### config.mk
export PLATFORM = sky130hd
export DESIGN_NAME = fbcl_loader
export DESIGN_NICKNAME = d
export VERILOG_FILES = /design/src/hdl/fbcl_pair_buffer.v /design/src/hdl/fbcl_loader.v
export VERILOG_INCLUDE_DIRS = /design/src /design/src/hdl
export SDC_FILE = /design/constraint.sdc
export NUM_CORES = 1
export LEC_CHECK = 0
export BUFFER_PORTS_ARGS = -buffer_cell sky130_fd_sc_hd__buf_2
export CAP_MARGIN = 20
export CELL_PAD_IN_SITES_DETAIL_PLACEMENT = 1
export CELL_PAD_IN_SITES_GLOBAL_PLACEMENT = 1
export CORE_MARGIN = 1
export CORE_UTILIZATION = 47
export DETAILED_ROUTE_END_ITERATION = 16
export HOLD_SLACK_MARGIN = 0.12
export PLACE_DENSITY_LB_ADDON = 0.1
export REMOVE_ABC_BUFFERS = 1
export SLEW_MARGIN = 40
export SYNTH_ARGS = -nofsm -noshare
export SYNTH_HDL_FRONTEND = slang
export SYNTH_SLANG_ARGS = --single-unit
### constraint.sdc
create_clock -name clock -period 3.6 [get_ports clock]
set_input_delay 0.72 -clock clock [delete_from_list [all_inputs] [get_ports clock]]
set_output_delay 0.72 -clock clock [all_outputs]
set_load 0.01 [all_outputs]
### src/hdl/fbcl_defs.vh
`ifndef FBCL_DEFS_VH
`define FBCL_DEFS_VH
// ==========================================
// clock and timing
`define FBCL_CLK_MHZ 100
`define FBCL_POR_MS 16
`define FBCL_POR_CYCLES (`FBCL_POR_MS * 1000 * `FBCL_CLK_MHZ)
`define FBCL_MASTER_POR_FACTOR 4
`define FBCL_INIT_WAIT_US 50
`define FBCL_INIT_WAIT_CYCLES (`FBCL_INIT_WAIT_US * `FBCL_CLK_MHZ)
`define FBCL_SAMPLE_DELAY 2
`define FBCL_CONFIG_CLOCK_HALF_SLOW 64
`define FBCL_RATE_FACTOR 8
`define FBCL_CONFIG_CLOCK_HALF_FAST (`FBCL_CONFIG_CLOCK_HALF_SLOW / `FBCL_RATE_FACTOR)
// ==========================================
// stream format
`define FBCL_PREAMBLE 4'h2
`define FBCL_LENGTH_BITS 24
`define FBCL_FRAME_BITS 32
`define FBCL_FRAME_COUNT 4
`define FBCL_RATE_BIT_POS 2
`define FBCL_NUM_FRAMES 16
`define FBCL_ADDR_WIDTH 18
// ==========================================
// mode line codes
`define FBCL_MODE_MASTER_SERIAL 3'h0
`define FBCL_MODE_MASTER_PAR 3'h6
`define FBCL_MODE_SLAVE_SERIAL 3'h7
`endif

### src/hdl/fbcl_pair_buffer.v
`timescale 1ns/100ps
`include "fbcl_defs.vh"
// ==========================================
// small fifo between stream decoder and frame sink
module fbcl_pair_buffer #(
	parameter WIDTH = 1,
	parameter DEPTH = 2,
	parameter PTR_W = 1
) (
	input wire clock,
	input wire reset,
	input wire clock_enable,
	input wire in_valid,
	output wire in_ready,
	input wire [WIDTH-1:0] in_data,
	output wire out_valid,
	input wire out_ready,
	output wire [WIDTH-1:0] out_data
);
	localparam [31:0] LAST_W = DEPTH - 1;
	localparam [31:0] FULL_W = DEPTH;
	localparam [PTR_W-1:0] LAST = LAST_W[PTR_W-1:0];
	localparam [PTR_W:0] FULL = FULL_W[PTR_W:0];
	reg [WIDTH-1:0] mem [0:DEPTH-1];
	reg [PTR_W-1:0] wr_ptr;
	reg [PTR_W-1:0] rd_ptr;
	reg [PTR_W:0] count;
	wire push;
	wire pop;
	assign in_ready = count != FULL;
	assign out_valid = count != {(PTR_W+1){1'b0}};
	assign out_data = mem[rd_ptr];
	assign push = in_valid & in_ready;
	assign pop = out_valid & out_ready;
	always @(posedge clock) begin
		if (reset) begin
			wr_ptr <= {PTR_W{1'b0}};
			rd_ptr <= {PTR_W{1'b0}};
			count <= {(PTR_W+1){1'b0}};
		end else if (clock_enable) begin
			if (push) begin
				mem[wr_ptr] <= in_data;
				wr_ptr <= (wr_ptr == LAST) ? {PTR_W{1'b0}} : wr_ptr + 1'b1;
			end
			if (pop)
				rd_ptr <= (rd_ptr == LAST) ? {PTR_W{1'b0}} : rd_ptr + 1'b1;
			if (push && !pop)
				count <= count + 1'b1;
			else if (pop && !push)
				count <= count - 1'b1;
		end
	end
endmodule

### src/hdl/fbcl_loader.v
`timescale 1ns/100ps
`include "fbcl_defs.vh"
// What this block does
// - stream opens with preamble 0010 then a 24-bit config clock count
// - after preamble and count, pass-through stays high until own frames end
// - after own frames, later start bits and data are passed through
// - count config clocks after memory clear; start up when count hits length
// - after power check, 16 ms power-on delay, four times longer in master
// - during delay keep clearing frames on internal clock; program request holds clear_addr at 0
// - after each pass test delay and program; if idle, clear once more
// - from power-up low/init/done outputs low and high-during-config high
// - release open-drain init only after the final clearing pass
// - master waits 50 to 250 us before taking init as inactive
// - two clocks after init seen high, sample three mode lines
// - master: a bit early in first frame can raise clock rate eightfold
// - each frame is a low start bit then its configuration bits
// - program low holds clear_addr at 0; on release clear one full pass, then the final pass, then configure
// - program low forces init output low
// - init held low externally: wait after clear, then sample mode
// - slave serial: pass-through changes on falling edge after sampling
// - master parallel: drive memory address, capture byte as address moves
// - parallel byte leaves lsb first, bit 0 out 1.5 periods after capture
module fbcl_loader #(
	parameter POR_CYCLES = `FBCL_POR_CYCLES,
	parameter INIT_WAIT = `FBCL_INIT_WAIT_CYCLES,
	parameter NUM_FRAMES = `FBCL_NUM_FRAMES,
	parameter FRAME_BITS = `FBCL_FRAME_BITS,
	parameter FRAME_COUNT = `FBCL_FRAME_COUNT,
	parameter CONFIG_CLOCK_HALF_SLOW = `FBCL_CONFIG_CLOCK_HALF_SLOW,
	parameter CONFIG_CLOCK_HALF_FAST = `FBCL_CONFIG_CLOCK_HALF_FAST,
	parameter ADDR_WIDTH = `FBCL_ADDR_WIDTH
) (
	input wire clock,
	input wire reset,
	input wire clock_enable,
	input wire program_n,
	input wire init_in,
	output wire init_out,
	output wire init_oe,
	input wire [2:0] mode_lines,
	input wire config_clock_in,
	output reg config_clock_out,
	output wire config_clock_oe,
	input wire serial_in,
	input wire [7:0] byte_in,
	output reg [ADDR_WIDTH-1:0] memory_address,
	output reg pass_out,
	output reg high_during_config,
	output reg low_during_config_n,
	output reg config_done,
	output reg config_overrun,
	output wire frame_valid,
	input wire frame_ready,
	output wire frame_data
);
	// ==========================================
	// states
	localparam [3:0] ST_CLEAR = 4'h0;
	localparam [3:0] ST_FINAL = 4'h1;
	localparam [3:0] ST_WAIT_INIT = 4'h2;
	localparam [3:0] ST_INIT_DELAY = 4'h3;
	localparam [3:0] ST_SAMPLE = 4'h4;
	localparam [3:0] ST_HUNT = 4'h5;
	localparam [3:0] ST_LENGTH = 4'h6;
	localparam [3:0] ST_FRAMES = 4'h7;
	localparam [3:0] ST_PASS = 4'h8;
	localparam [3:0] ST_DONE = 4'h9;
	localparam [31:0] FAST_LOAD = CONFIG_CLOCK_HALF_FAST - 1;
	localparam [31:0] SLOW_LOAD = CONFIG_CLOCK_HALF_SLOW - 1;
	// ==========================================
	// pin synchronisers: stage one feeds stage two only
	reg [14:0] pins_meta;
	reg [14:0] pins_sync;
	reg config_clock_prev;
	always @(posedge clock) begin
		if (reset) begin
			pins_meta <= 15'h0000;
			pins_sync <= 15'h0000;
			config_clock_prev <= 1'b0;
		end else if (clock_enable) begin
			pins_meta <= {program_n, init_in, mode_lines, config_clock_in,
				serial_in, byte_in};
			pins_sync <= pins_meta;
			config_clock_prev <= pins_sync[9];
		end
	end
	wire prog_s = pins_sync[14];
	wire init_s = pins_sync[13];
	wire [2:0] mode_s = pins_sync[12:10];
	wire config_clock_s = pins_sync[9];
	wire serial_s = pins_sync[8];
	wire [7:0] byte_s = pins_sync[7:0];
	// ==========================================
	// state registers
	reg [3:0] state;
	reg [31:0] por_count;
	reg [31:0] wait_count;
	reg [15:0] clear_addr;
	reg [2:0] mode_latched;
	reg fast_rate;
	reg [3:0] pre_shift;
	reg [4:0] len_index;
	reg [23:0] length_value;
	reg [23:0] clk_count;
	reg in_frame;
	reg [15:0] bit_index;
	reg [15:0] frame_index;
	reg pending_bit;
	reg [7:0] byte_shift;
	reg [2:0] byte_index;
	reg have_byte;
	reg [15:0] div_count;
	reg push_valid;
	reg push_data;
	wire buf_ready;
	wire master = !mode_latched[0];
	wire parallel = mode_latched == `FBCL_MODE_MASTER_PAR;
	wire link_active = (state >= ST_HUNT) && (state <= ST_PASS);
	wire fall_window = link_active || (state == ST_DONE);
	wire por_busy = por_count != 32'h0000_0000;
	wire last_frame = clear_addr == NUM_FRAMES - 1;
	// ==========================================
	// init pin: open drain, held low through clearing or program request
	assign init_out = 1'b0;
	assign init_oe = (state == ST_CLEAR) || (state == ST_FINAL) || !prog_s;
	// ==========================================
	// config clock: master divides the internal clock, slave samples the pin
	assign config_clock_oe = master && link_active;
	wire master_tick = link_active && master && buf_ready &&
		(div_count == 16'h0000);
	wire config_clock_rise = master ? (master_tick && !config_clock_out) :
		(link_active && config_clock_s && !config_clock_prev);
	// slave fall still counts in done: the last bit must leave on it
	wire config_clock_fall = master ? (master_tick && config_clock_out) :
		(fall_window && !config_clock_s && config_clock_prev);
	always @(posedge clock) begin
		if (reset) begin
			div_count <= 16'h0000;
			config_clock_out <= 1'b0;
		end else if (clock_enable) begin
			if (!link_active || !master) begin
				div_count <= 16'h0000;
				config_clock_out <= 1'b0;
			end else if (buf_ready) begin
				// a full buffer freezes the clock, so no frame bit is lost
				if (div_count == 16'h0000) begin
					config_clock_out <= !config_clock_out;
					div_count <= fast_rate ? FAST_LOAD[15:0] :
						SLOW_LOAD[15:0];
				end else begin
					div_count <= div_count - 16'h0001;
				end
			end
		end
	end
	// ==========================================
	// bit source: serial pin or parallel byte shifter
	wire bit_ok = parallel ? have_byte : 1'b1;
	wire cur_bit = parallel ? byte_shift[0] : serial_s;
	always @(posedge clock) begin
		if (reset) begin
			byte_shift <= 8'h00;
			byte_index <= 3'h0;
			have_byte <= 1'b0;
			memory_address <= {ADDR_WIDTH{1'b0}};
		end else if (clock_enable) begin
			if (!link_active) begin
				have_byte <= 1'b0;
				byte_index <= 3'h0;
				memory_address <= {ADDR_WIDTH{1'b0}};
			end else if (parallel && config_clock_rise) begin
				if (!have_byte || byte_index == 3'h7) begin
					byte_shift <= byte_s;
					memory_address <= memory_address + 1'b1;
					have_byte <= 1'b1;
					byte_index <= 3'h0;
				end else begin
					byte_shift <= {1'b0, byte_shift[7:1]};
					byte_index <= byte_index + 3'h1;
				end
			end
		end
	end
	// ==========================================
	// sequencer
	always @(posedge clock) begin
		if (reset) begin
			state <= ST_CLEAR;
			por_count <= 32'h0000_0001;
			wait_count <= 32'h0000_0000;
			clear_addr <= 16'h0000;
			mode_latched <= `FBCL_MODE_SLAVE_SERIAL;
			fast_rate <= 1'b0;
			pre_shift <= 4'hF;
			len_index <= 5'h00;
			length_value <= 24'h000000;
			clk_count <= 24'h000000;
			in_frame <= 1'b0;
			bit_index <= 16'h0000;
			frame_index <= 16'h0000;
			pending_bit <= 1'b1;
			pass_out <= 1'b1;
			push_valid <= 1'b0;
			push_data <= 1'b0;
			config_overrun <= 1'b0;
			high_during_config <= 1'b1;
			low_during_config_n <= 1'b0;
			config_done <= 1'b0;
		end else if (clock_enable) begin
			push_valid <= 1'b0;
			// power-on delay runs once from reset, longer in master mode
			if (por_busy) begin
				if (por_count >= (mode_s[0] ? POR_CYCLES :
					POR_CYCLES * `FBCL_MASTER_POR_FACTOR))
					por_count <= 32'h0000_0000;
				else
					por_count <= por_count + 32'h0000_0001;
			end
			if (config_clock_fall)
				pass_out <= pending_bit;
			if (!prog_s) begin
				state <= ST_CLEAR;
				clear_addr <= 16'h0000;
				fast_rate <= 1'b0;
				high_during_config <= 1'b1;
				low_during_config_n <= 1'b0;
				config_done <= 1'b0;
				pass_out <= 1'b1;
				pending_bit <= 1'b1;
			end else begin
				case (state)
				ST_CLEAR: begin
					clear_addr <= last_frame ? 16'h0000 : clear_addr + 16'h0001;
					if (last_frame && !por_busy)
						state <= ST_FINAL;
				end
				ST_FINAL: begin
					clear_addr <= last_frame ? 16'h0000 : clear_addr + 16'h0001;
					if (last_frame)
						state <= ST_WAIT_INIT;
				end
				ST_WAIT_INIT: begin
					wait_count <= 32'h0000_0000;
					if (init_s)
						state <= mode_s[0] ? ST_SAMPLE : ST_INIT_DELAY;
				end
				ST_INIT_DELAY: begin
					if (!init_s) begin
						state <= ST_WAIT_INIT;
					end else if (wait_count >= INIT_WAIT - 1) begin
						wait_count <= 32'h0000_0000;
						state <= ST_SAMPLE;
					end else begin
						wait_count <= wait_count + 32'h0000_0001;
					end
				end
				ST_SAMPLE: begin
					if (wait_count >= `FBCL_SAMPLE_DELAY - 1) begin
						mode_latched <= mode_s;
						state <= ST_HUNT;
						pre_shift <= 4'hF;
						clk_count <= 24'h000000;
						len_index <= 5'h00;
					end else begin
						wait_count <= wait_count + 32'h0000_0001;
					end
				end
				ST_HUNT, ST_LENGTH, ST_FRAMES, ST_PASS: begin
					if (config_clock_rise) begin
						clk_count <= clk_count + 24'h000001;
						if ((state == ST_FRAMES || state == ST_PASS) &&
							clk_count + 24'h000001 == length_value) begin
							state <= ST_DONE;
							config_done <= 1'b1;
							high_during_config <= 1'b0;
							low_during_config_n <= 1'b1;
						end
					end
					if (config_clock_rise && bit_ok) begin
						case (state)
						ST_HUNT: begin
							pending_bit <= cur_bit;
							pre_shift <= {pre_shift[2:0], cur_bit};
							if ({pre_shift[2:0], cur_bit} == `FBCL_PREAMBLE)
								state <= ST_LENGTH;
						end
						ST_LENGTH: begin
							pending_bit <= cur_bit;
							length_value <= {length_value[22:0], cur_bit};
							len_index <= len_index + 5'h01;
							if (len_index == `FBCL_LENGTH_BITS - 1) begin
								state <= ST_FRAMES;
								in_frame <= 1'b0;
								frame_index <= 16'h0000;
							end
						end
						ST_FRAMES: begin
							pending_bit <= 1'b1;
							if (!in_frame) begin
								if (!cur_bit) begin
									in_frame <= 1'b1;
									bit_index <= 16'h0000;
								end
							end else begin
								push_valid <= 1'b1;
								push_data <= cur_bit;
								if (!buf_ready)
									config_overrun <= 1'b1;
								if (master && frame_index == 16'h0000 &&
									bit_index == `FBCL_RATE_BIT_POS)
									fast_rate <= cur_bit;
								bit_index <= bit_index + 16'h0001;
								if (bit_index == FRAME_BITS - 1) begin
									in_frame <= 1'b0;
									frame_index <= frame_index + 16'h0001;
									if (frame_index == FRAME_COUNT - 1)
										state <= ST_PASS;
								end
							end
						end
						default: begin
							pending_bit <= cur_bit;
						end
						endcase
					end
				end
				ST_DONE: begin
					if (config_clock_fall)
						pending_bit <= 1'b1;
				end
				default: begin
					state <= ST_CLEAR;
				end
				endcase
			end
		end
	end
	// ==========================================
	// frame bit buffer; slave clock cannot be held, so a full buffer
	// there sets the overrun flag instead
	fbcl_pair_buffer #(
		.WIDTH(1),
		.DEPTH(2),
		.PTR_W(1)
	) frame_buffer (
		.clock(clock),
		.reset(reset),
		.clock_enable(clock_enable),
		.in_valid(push_valid),
		.in_ready(buf_ready),
		.in_data(push_data),
		.out_valid(frame_valid),
		.out_ready(frame_ready),
		.out_data(frame_data)
	);
endmodule

Yosys cells after proc, flatten, opt, wreduce, memory -nomap -nowiden. Memories as Yosys holds them, arrays and structs flattened. A register that Yosys moved wholly into a read port is not among the register bits. Index checks and enable logic that the tools add are counted.

$add $sub $neg: 14. $mul: 0. Divide/modulo/power cells: 0. $lt $le $gt $ge: 5. Equal/unequal tests: 50. Shift operators: 0. Multiplexer cells: 106. Bitwise operators: 3. Reduce and logical (&&, ||, !) cells: 73.

Operator list (number): $mux 16 (11); $mux 32 (4); $pmux 32 s3 (1); $add 32x1->32 const B (2); $mux 4 (15); $mux 18 (3); $add 16x1->16 const B (3); $mux 24 (2); $pmux 24 s2 (1); $mux 1 (47); $reduce_and 6->1 (6); $eq 16x2->1 const B (2); $ge 32x1->1 const B (1); $ge 32x13->1 const B (1); $ge 32x23->1 (1); $logic_not 16->1 (2); $pmux 16 s2 (1); $reduce_bool 32->1 (1); $pmux 4 s7 (1); $ne 2x2->1 const B (13); $add 24x1->24 const B (1); $eq 24x24->1 (1); $mux 23 (1); $ne 2x1->1 const B (11); other kinds (46) (119).

Register bits: 266. Latch bits: 0. Bits in writable memories: 2. Bits in read-only memories: 0. Bits of input ports: 19. Output and inout bits: 29. Memories kept: 1.

Memory list: frame_buffer.mem (depth 2, width 1, rd ports 1, clocked after Yosys merged registers in 1, write ports 1, line fbcl_pair_buffer.v:24) `reg [WIDTH-1:0] mem [0:DEPTH-1];`.

Longest topological paths before layout. Gate-level depths: netlist of run 1.

Word-level depth: 15. Gate-level depth with buffers: 12. Depth with buffers taken out: 10.

Modules after synthesis. From an unflattened synthesis of run 1, not the netlist that was laid out.

Cells, all modules: 1619. Area, all modules: 13299.0 um^2.

By module, submodules not included: fbcl_loader (times used 1, cells each 1587, area each 12949.9 um^2, sequential area each 5245.0 um^2); fbcl_pair_buffer (times used 1, cells each 32, area each 349.1 um^2, sequential area each 160.2 um^2).

Worst setup path after synthesis of run 1. No wires, ideal clock.

Kind: reg-to-reg. Start point: reg div_count[0]. End point: reg high_during_config. Arrival time: 2.915 ns. Data required time: 3.477 ns. Slack: 0.562 ns. Stages on the path, launching flop included: 12. Buffers on the path: 1. Clock period less this slack: 3.038 ns. Cell sequence: dfxtp_1 -> inv_1 -> ha_1 -> or4b_1 -> or4_1 -> buf_2 -> nor3_4 -> o2111a_1 -> o2111ai_1 -> or4_4 -> nor4_2 -> nor2_1.

Cells in the longest elaborated chain, start to end: 6.

Ends and longest elaborated chain: from (decl) (line fbcl_loader.v:112) `reg [15:0] div_count;`; from (signal assigned) (line fbcl_loader.v:148) `div_count <= fast_rate ? FAST_LOAD[15:0] :`; from (signal assigned) (line fbcl_loader.v:151) `div_count <= div_count - 16'h0001;`; $logic_not 16->1 (line fbcl_loader.v:130) `(div_count == 16'h0000);`; $logic_and 1x1->1 (line fbcl_loader.v:129) `wire master_tick = link_active && master && buf_ready &&`; $logic_and 1x1->1 (line fbcl_loader.v:131) `wire config_clock_rise = master ? (master_tick && !config_clock_out) :`; $mux 1 (line fbcl_loader.v:131); $ne 2x1->1 (no line); $reduce_and 4->1 (no line); to (signal assigned) (line fbcl_loader.v:206) `high_during_config <= 1'b1;`; to (signal assigned) (line fbcl_loader.v:225) `high_during_config <= 1'b1;`; to (signal assigned) (line fbcl_loader.v:275) `high_during_config <= 1'b0;`; to (decl) (line fbcl_loader.v:48) `output reg high_during_config,`.

No other way between the ends. A chain may end at the register's enable or synchronous reset.

Worst setup path after layout of run 1. Same ends and word-level chain as after synthesis.

==> results.md, run 1 <==
- H-tree Lvls: 1
- Crit start category: flip-flop
- Drt via density: 5.73
- Placed instance area: 14000 um^2
- Vias: 12.0k
- RSZ-0062 raised after global routing: false
- First-pass GRT wire length: 60900 um
- Antenna violations before repair: 0
- CTS Buf Count: 31
- Crit path cell chain: inv_1 > ha_1 > or4b_1 > or4_1 > nor3_4 > o2111a_1 > o2111ai_1 > or4_4 > nor4_2 > nor2_1
- Hold Fails Final Rpt: 0
- Most frequent cells in the layout: dfxtp_1, nor2_1, nand2_1
- Synth area leader: dfxtp_1
- Area Growth Syn to Fin: 13.3%
- Area share of the largest cell type after synthesis: 40.3%
- Die Wd: 170 um
- Leak: 5.59 nW
- Worst path top cell family by delay: simple AND/OR/NAND/NOR gates
- TritonCTS clock tree: yes
- Bufs on Longest Clock Path: 3
- Synth cell types: roughly 80
- Mean Syn Cell Area: ~8.1 um^2
- Clock sink count: 269
- Post-route cell area: between 15000 and 20000 um^2
- Worst Skew: approximately 0.014 ns
- Setup TNS: 0 ns
- Ys flop type: dfxtp_1
- Grt total ovfl: 0
- Post-CTS setup buffer count: 0
- GRT Total Usage: 25.5%
- Least-Margin Pin Slew: 0.760 ns
- Setup-failing EPs final: 0
- Hold Crit Class: input pin to flip-flop
- CORE AREA: 27800 um^2
- Post-DRT Antenna Nets: 0
- Number of enable flip-flop cells after synthesis: 2
- Pwr dens: 427 nW/um^2
- Max stage delay on crit path: approximately 0.67 ns
- Routed wire length: 36300 um
- Fmax: 296 MHz
- Crit-path slowest cell: or4_1
- Most common cell after layout, fill and taps aside: dfxtp_1
- Area of the mapped netlist: approximately 13000 um^2
- Tmin final: ~3.4 ns
- Slew margin rel.: 49.3%
- Busiest grt layer: met2
- GPL Wtd Cong: 0.896
- Max-slew violations: 0
- Drt wl/cell: approximately 17 um
- Fin nets: 1733
- WP data required: between 4 and 5 ns
- DRC: 0
- Share of post-route cells with drive strength above 1: 9.71%
- Register area share after synthesis: 40.8%
- Die Height: 170 um
- Largest net degree at the start of global routing: just under 100
- Drt first pass iters: 5
- Mapped Cells: 1644
- Starting Density: 47.7%
- I/O pin count: between 40 and 50
- Crit. End Element: flip-flop
- Final design utilization: 54.0%
- Max-cap violations: 0
- Clk_lat worst skew: 0.57 ns
- Asr flop ratio synth: 0%
- Worst path buffer plus inverter count: 1
- GR met3 Demand/Resource: 3.14%
- GR Util met2: roughly 44%
- Met1 usage: about 33%
- CTS root buffer: clkbuf_16
- Critical path arrival: around 3.8 ns
- Max FO, Critical Path: 7
- Synth area leaders: dfxtp_1, nor2_1, nand2_1, a21oi_1, xor2_1
- Initial DRC Count: 618
- # rows: just over 60
- Synthesis-stage register bit count: roughly 270
- Period utilization: about 94%
- Vias in the first global route: approximately 12k
- Port bufs: 46
- Synth Warn #: 0
- Die Area: 28900 um^2
- Status: finished, final reports clean
- Worst vdd ir: 317 uV
- Clk slew on worst S/H paths: roughly 0.060 ns
- CP Class: flip-flop to flip-flop
- Final HPWL DP: 24900 um
- Ant. Diodes: 0
==> report_power, final <==
group	internal, mW	leakage (nW)	switching (mW)	total (mW)
Combinational	0.0897	2.92	0.165	0.255
Clock	1.87	0.494	1.26	3.13
Sequential	3.01	2.18	0.0227	3.03
==> cell families after synthesis <==
kind of cell / share of synthesized area (%)
buffers and inverters: 3.76
DFF: 40.8
muxes: 3.13
AOI/OAI and AO/OA: 13.3
xor gates and xnor gates: 8.06
adders and majority gates: 2.46
and+or+nand+nor: 28.4
other: 0.0283
==> registers in the layout, summed over array words and instances, names as in the netlist, 2 cells and up, named ones only <==
signal,cells
wait_count,32
byte_shift,8
clear_addr,16
div_count,16
frame_buffer.mem,2
byte_index,3
pins_meta,15
state,4
mode_latched,3
clk_count,24
frame_index,16
length_value,24
pre_shift,3
frame_buffer.count,2
por_count,32
memory_address,18
pins_sync,15
bit_index,16
len_index,5
==> stage by stage <==
stage | hold slack, ns | setup WS [ns] | total power [mW] | std cells
after CTS | 0.377 | 0.227 | 6.49 | 2088
after global routing | 0.393 | 0.0230 | 6.65 | 2088
after floorplan | 0.403 | 0.115 | 3.22 | 1563
after detailed placement | 0.425 | 0.221 | 3.35 | 2033
final | 0.392 | 0.220 | 6.42 | 2088
after global placement | 0.412 | 0.318 | 3.34 | 2033
==> per-layer routing <==
metal / wire length, um / share of wire, %
met1: 17100 / 47
met2: 17400 / 48
met3: 1240 / 3.4
met4: 564 / 1.6
met5: 0 / 0
==> cell type report <==
type | count | area, um^2
clock buffer | 48 | 951
clock inverter | 7 | 71.3
fill | 3421 | 12800
inverter | 44 | 165
multi-input combinational | 1250 | 7360
sequential | 269 | 5410
tap | 378 | 473
timing repair buffer | 92 | 591
==> cell usage after synthesis, drive strengths merged, types with 3 or more instances <==
master / instances
a2111oi: 3
a211oi: 9
a21o: 10
a21oi: 120
a22oi: 4
a311oi: 4
a31oi: 13
a32oi: 3
a41oi: 6
and2: 16
and3: 33
and4: 13
buf: 20
clkbuf: 61
clkinv: 3
dfxtp: 267
ha: 26
inv: 41
mux2: 3
mux2i: 38
nand2: 163
nand2b: 8
nand3: 76
nand3b: 12
nand4: 34
nand4b: 5
nor2: 262
nor2b: 7
nor3: 55
nor3b: 5
nor4: 31
nor4b: 6
o2111ai: 5
o211ai: 4
o21a: 3
o21ai: 67
o22ai: 5
o31a: 3
o31ai: 12
or2: 6
or3: 22
or4: 13
xnor2: 56
xor2: 66
==> final timing paths <==
path	from	end	slack [ns]	cells after the start
worst max-delay path	div_count[0]	high_during_config	0.22	10
worst min-delay path	byte_in[6]	pins_meta[6]	0.39	3
worst max register to register	div_count[0]	high_during_config	0.22	10
worst min register to register	wait_count[30]	wait_count[30]	0.43	2
==> worst register-to-register path, cell delays in order, from the launching register on <==
cell       delay, ns
dfxtp_1         0.31
inv_1           0.13
ha_1            0.16
or4b_1          0.44
or4_1           0.67
nor3_4          0.35
o2111a_1        0.23
o2111ai_1       0.11
or4_4           0.58
nor4_2          0.22
nor2_1          0.07
==> repair_timing <==
item / in CTS / in global routing
gates resized for setup: 0 / 1
endpoints found under the setup margin: 0 / 2
hold buffers: 0 / 0
No activity file was read; power rests on OpenSTA's default activity.
==> run 2, diff against run 1 <==
==> constraint.sdc (replaced) <==
create_clock -name clock -period 3.6 [get_ports clock]
set_input_delay 1.08 -clock clock [delete_from_list [all_inputs] [get_ports clock]]
set_output_delay 1.08 -clock clock [all_outputs]
set_load 0.01 [all_outputs]
==> results.md, run 2 (synthesized netlist as in run 1, its figures left out) <==
- Crit start category: flip-flop
- Clk slew on worst S/H paths: 0.06 ns
- Hold-fix buffers, CTS: 0
- Most common cell after layout, fill and taps aside: dfxtp_1
- Crit. End Element: output port
- CP Class: flip-flop to output port
- Vias in the first global route: 12.0k
- Worst Skew: 0.00916 ns
- Slew margin rel.: between 40% and 50%
- I/O pin count: between 40 and 50
- Antenna violations before repair: 0
- Fin nets: about 1.7k
- CTS root buffer: clkbuf_16
- Power, Total: 6.21 mW
- Fin cells: 2090
- Vias: 11.9k
- Die Wd: 170 um
- TritonCTS clock tree: yes
- Placed cells: between 2k and 2.5k
- RSZ-0062 raised after global routing: false
- Bufs on Longest Clock Path: 3
- Drt first pass iters: 5
- Drt wl/cell: 17.0 um
- Post-DRT Antenna Nets: 0
- CORE AREA: ~28000 um^2
- Initial DRC Count: between 500 and 600
- GPL Wtd Cong: 0.896
- Die Area: 28900 um^2
- Die Height: 170 um
- R2R Path Start: div_count[0]
- Biggest regs: por_count (32), wait_count (32)
- Area Growth Syn to Fin: 12.9%
- Critical path arrival: 2.40 ns
- Drt via density: 5.69
- WP data required: 2.52 ns
- Largest net degree at the start of global routing: 100
- Clock sink count: about 270
- Max-slew violations: 0
- CP endpoint: config_clock_oe
- # rows: a little over 60
- Hold slack: ~0.42 ns
- Worst reg2reg endpoint: frame_index[15]
- Fmax: ~290 MHz
- Max-cap violations: 0
- Ant. Diodes: 0
- H-tree Lvls: 1
- Starting Density: 47.7%
- Tmin final: 3.48 ns
- Leak: 5.57 nW
- Clk_lat worst skew: 0.56 ns
- Hold Crit Class: flip-flop to flip-flop
- Worst vdd ir: 293 uV
- Most frequent cells in the layout: dfxtp_1, nor2_1, nand2_1
- Status: finished, final reports clean
- Fill cell count: 3413
- Port bufs: 46
- Period utilization: 96.7%
- Worst Setup SP: state[0]
- Hold Fails Final Rpt: 0
- CTS Buf Count: 31
- Share of post-route cells with drive strength above 1: 9.46%
- R2R depth: 11
- Least-Margin Pin Slew: 0.834 ns
- First-pass GRT wire length: 59500 um
- Max FO, Critical Path: 12
- GRT Total Usage: 24.9%
- Setup TNS: 0 ns
- Final HPWL DP: 24800 um
- Routed wire length: about 35000 um
- Reg-to-reg setup timing slack: 0.29 ns
- Pwr dens: 415 nW/um^2
- DRC: 0
- Setup-failing EPs final: 0
- Grt total ovfl: 0
run 2: cell types whose count changed in the layout (fill, tap and decap cells not counted), moves of 2 or more:
| cell | change |
|---|---|
| clkbuf_1 | +5 |
| buf_4 | +4 |
| clkbuf_8 | -2 |
| nor4_1 | +2 |
| nor4_2 | -2 |
run 2: critical path: stages, from the launching register on:
cell,delay [ns]
dfxtp_1,0.44
nor4b_1,0.65
a21o_1,0.17
nand2b_1,0.15
inv_1,0.25
buf_2,0.18
run 2: metal layers:
layer	wire [um]	global-route usage, %
met5	0	0
met1	17000	33.2
met4	661	5.91
met3	1210	3.14
met2	16600	42.6
run 2: worst min-delay path by stage:
stage / from / endpoint / slack (ns) / depth (start not counted)
6_report: wait_count[29] / wait_count[29] / 0.42 / 2
2_1_floorplan: wait_count[29] / wait_count[29] / 0.40 / 2
3_3_place_gp: wait_count[29] / wait_count[29] / 0.41 / 2
5_1_grt: wait_count[29] / wait_count[29] / 0.44 / 2
4_1_cts: wait_count[29] / wait_count[29] / 0.43 / 2
3_5_place_dp: wait_count[31] / wait_count[31] / 0.42 / 2
run 2: what timing repair did:
action                     in CTS  in global routing
setup endpoints to repair       0                  3
setup buffers                   0                  1
resized for setup               0                  1
run 2: area by class of cell:
class	instances	area (um^2)	area share [%]
multi-input combinational	1250	7350	49.2
sequential	269	5410	36.2
clock buffer	50	917	6.13
timing repair buffer	96	621	4.15
tap	378	473	3.16
inverter	44	165	1.10
clock inverter	3	20.0	0.134
run 2: report_power, final:
part | internal (mW) | switching (mW) | total, mW
clock | 1.72 | 1.21 | 2.93
sequential | 3.01 | 0.0229 | 3.03
combinational | 0.0909 | 0.165 | 0.256
total | 4.81 | 1.40 | 6.21
run 2: stage by stage:
step           utilization, %  area, um^2  setup WS (ns)
2_1_floorplan               -       12900          0.115
3_3_place_gp             50.4       14000          0.318
3_5_place_dp             50.4       14000          0.211
4_1_cts                  53.8       14900          0.117
5_1_grt                  53.8       15000         0.0172
6_report                 53.8       15000          0.119
==> run 3, diff against run 2 <==
--- a/config.mk
+++ b/config.mk
@@ -12,7 +12,9 @@
 export CELL_PAD_IN_SITES_GLOBAL_PLACEMENT = 1
 export CORE_MARGIN = 1
 export CORE_UTILIZATION = 47
+export CTS_CLUSTER_DIAMETER = 40
 export DETAILED_ROUTE_END_ITERATION = 16
+export GPL_ROUTABILITY_DRIVEN = 0
 export HOLD_SLACK_MARGIN = 0.12
 export PLACE_DENSITY_LB_ADDON = 0.1
 export REMOVE_ABC_BUFFERS = 1
==> constraint.sdc (replaced) <==
create_clock -name clock -period 3.6 [get_ports clock]
set_input_delay 0 -clock clock [delete_from_list [all_inputs] [get_ports clock]]
set_output_delay 0 -clock clock [all_outputs]
set_load 0.01 [all_outputs]
==> results.md, run 3 (synthesized netlist as in run 1, its figures left out) <==
- Status: finished, final reports clean
- Setup TNS: 0 ns
- Die Wd: 170 um
- Slew margin rel.: between 40% and 50%
- Leak: 6.00 nW
- Max-cap violations: 0
- R2R Path Start: div_count[0]
- Largest net degree at the start of global routing: 88
- Fin nets: 1772
- Crit. End Element: flip-flop
- Pwr dens: 498 nW/um^2
- Hold Crit Class: input pin to flip-flop
- Crit path cell chain: inv_1 > ha_1 > or4b_1 > or4_1 > nor3_4 > o2111a_1 > o2111ai_1 > or4_4 > a2bb2oi_1 > o211a_1
- H-tree Lvls: 2
- Post-route cell area: 15900 um^2
- Share of post-route cells with drive strength above 1: 10.8%
- CTS Buf Count: 44
- Routed wire length: a little under 40000 um
- Bufs on Longest Clock Path: 3
- WHS Path Cells: 4
- WP data required: 4.06 ns
- Crit start category: flip-flop
- Clk slew on worst S/H paths: about 0.050 ns
- CTS root buffer: clkbuf_16
- Vias in the first global route: 12.7k
- Worst vdd ir: 420 uV
- RSZ-0062 raised after global routing: false
- Worst hold start: serial_in
- I/O pin count: 48
- Ant. Diodes: 0
- Vias: 12.3k
- Worst Setup SP: div_count[0]
- CP Class: flip-flop to flip-flop
- Final HPWL DP: 25100 um
- Fmax: ~290 MHz
- Die Height: 170 um
- TritonCTS clock tree: yes
- Crit-path slowest cell: or4_1
- First-pass GRT wire length: 63100 um
- Least-Margin Pin Slew: 0.767 ns
- Placed instance area: 13900 um^2
- Die Area: 28900 um^2
- Drt via density: 5.73
- Hold slack: 0.284 ns
- # rows: 61
- Most common cell after layout, fill and taps aside: dfxtp_1
- Max FO, Critical Path: 7
- Port bufs: 46
- Critical path arrival: approximately 3.9 ns
- Grt total ovfl: 0
- Area Growth Syn to Fin: 19.9%
- Max-slew violations: 0
- Clk_lat worst skew: ~0.53 ns
- Worst Skew: 0.0197 ns
- Drt first pass iters: 5
- Drt wl/cell: about 18 um
- Max stage delay on crit path: 0.67 ns
- R2R depth: 10
- CORE AREA: around 28000 um^2
- GRT Total Usage: between 20% and 30%
- Antenna violations before repair: 0
- Setup-failing EPs final: 0
- Post-DRT Antenna Nets: 0
- Power, Total: roughly 7.9 mW
- Starting Density: between 40% and 50%
- Initial DRC Count: a little under 600
- Clock sink count: 269
- DRC: 0
- Fill cell count: approximately 3.4k
- Most frequent cells in the layout: dfxtp_1, nor2_1, nand2_1
- Biggest regs: por_count (32), wait_count (32)
- Tmin final: 3.40 ns
- Period utilization: 94.3%
- Hold Fails Final Rpt: 0
-- run 3: cell count changes in the layout (fill, tap and decap cells not counted), moves of 8 or more --
cell           change
buf_4             -10
bufinv_16          +9
clkbuf_1           -8
dlygate4sd3_1     +32
clkbuf_16         +15
-- run 3: worst paths after layout --
check / end / slack (ns)
worst min register to register: wait_count[29] / 0.43
worst max register to register: state[0] / 0.20
worst min-delay path: pins_meta[8] / 0.28
worst max-delay path: state[0] / 0.20
-- run 3: worst max-delay path: cells and delay by family, from the launching register on --
family	cells	cell delay [ns]
adders and majority gates	1	0.17
buffers and inverters	1	0.13
and+or+nand+nor	4	2.07
AOI/OAI and AO/OA	4	0.68
DFF	1	0.31
-- run 3: where the power goes --
group | internal, mW | switching, mW
logic | 0.111 | 0.175
registers | 3.01 | 0.0242
clock network | 3.04 | 1.55
total | 6.16 | 1.75
-- run 3: final cells by class --
type | instances | area [um^2] | area share (%)
Clock inverter | 30 | 432 | 2.72
Clock buffer | 52 | 1190 | 7.51
Multi-Input combinational cell | 1250 | 7370 | 46.4
Timing Repair Buffer | 118 | 857 | 5.39
Tap cell | 378 | 473 | 2.98
Sequential cell | 269 | 5410 | 34.0
Inverter | 44 | 165 | 1.04
-- run 3: through the flow --
step           utilization, %  instances  setup WS (ns)
5_1_grt                  57.2       2141        0.00803
2_1_floorplan               -       1563          0.115
3_3_place_gp             50.1       2027          0.353
4_1_cts                  57.1       2141          0.176
6_report                 57.2       2141          0.203
3_5_place_dp             50.1       2027          0.196
-- run 3: layer usage --
metal  GRT usage, %  up-vias  part of all wire (%)
li1               -     5973                     -
met1           33.2     6004                    45
met2           46.8      217                    49
met3           4.12       73                   3.8
met4           8.89        0                   2.3
met5              0        -                     0
-- run 3: what timing repair did --
action | CTS | global route
gates resized for setup | 0 | 1
hold endpoints to repair | 33 | 0
endpoints found under the setup margin | 0 | 3
setup buffers | 0 | 0
hold buffers | 32 | 0
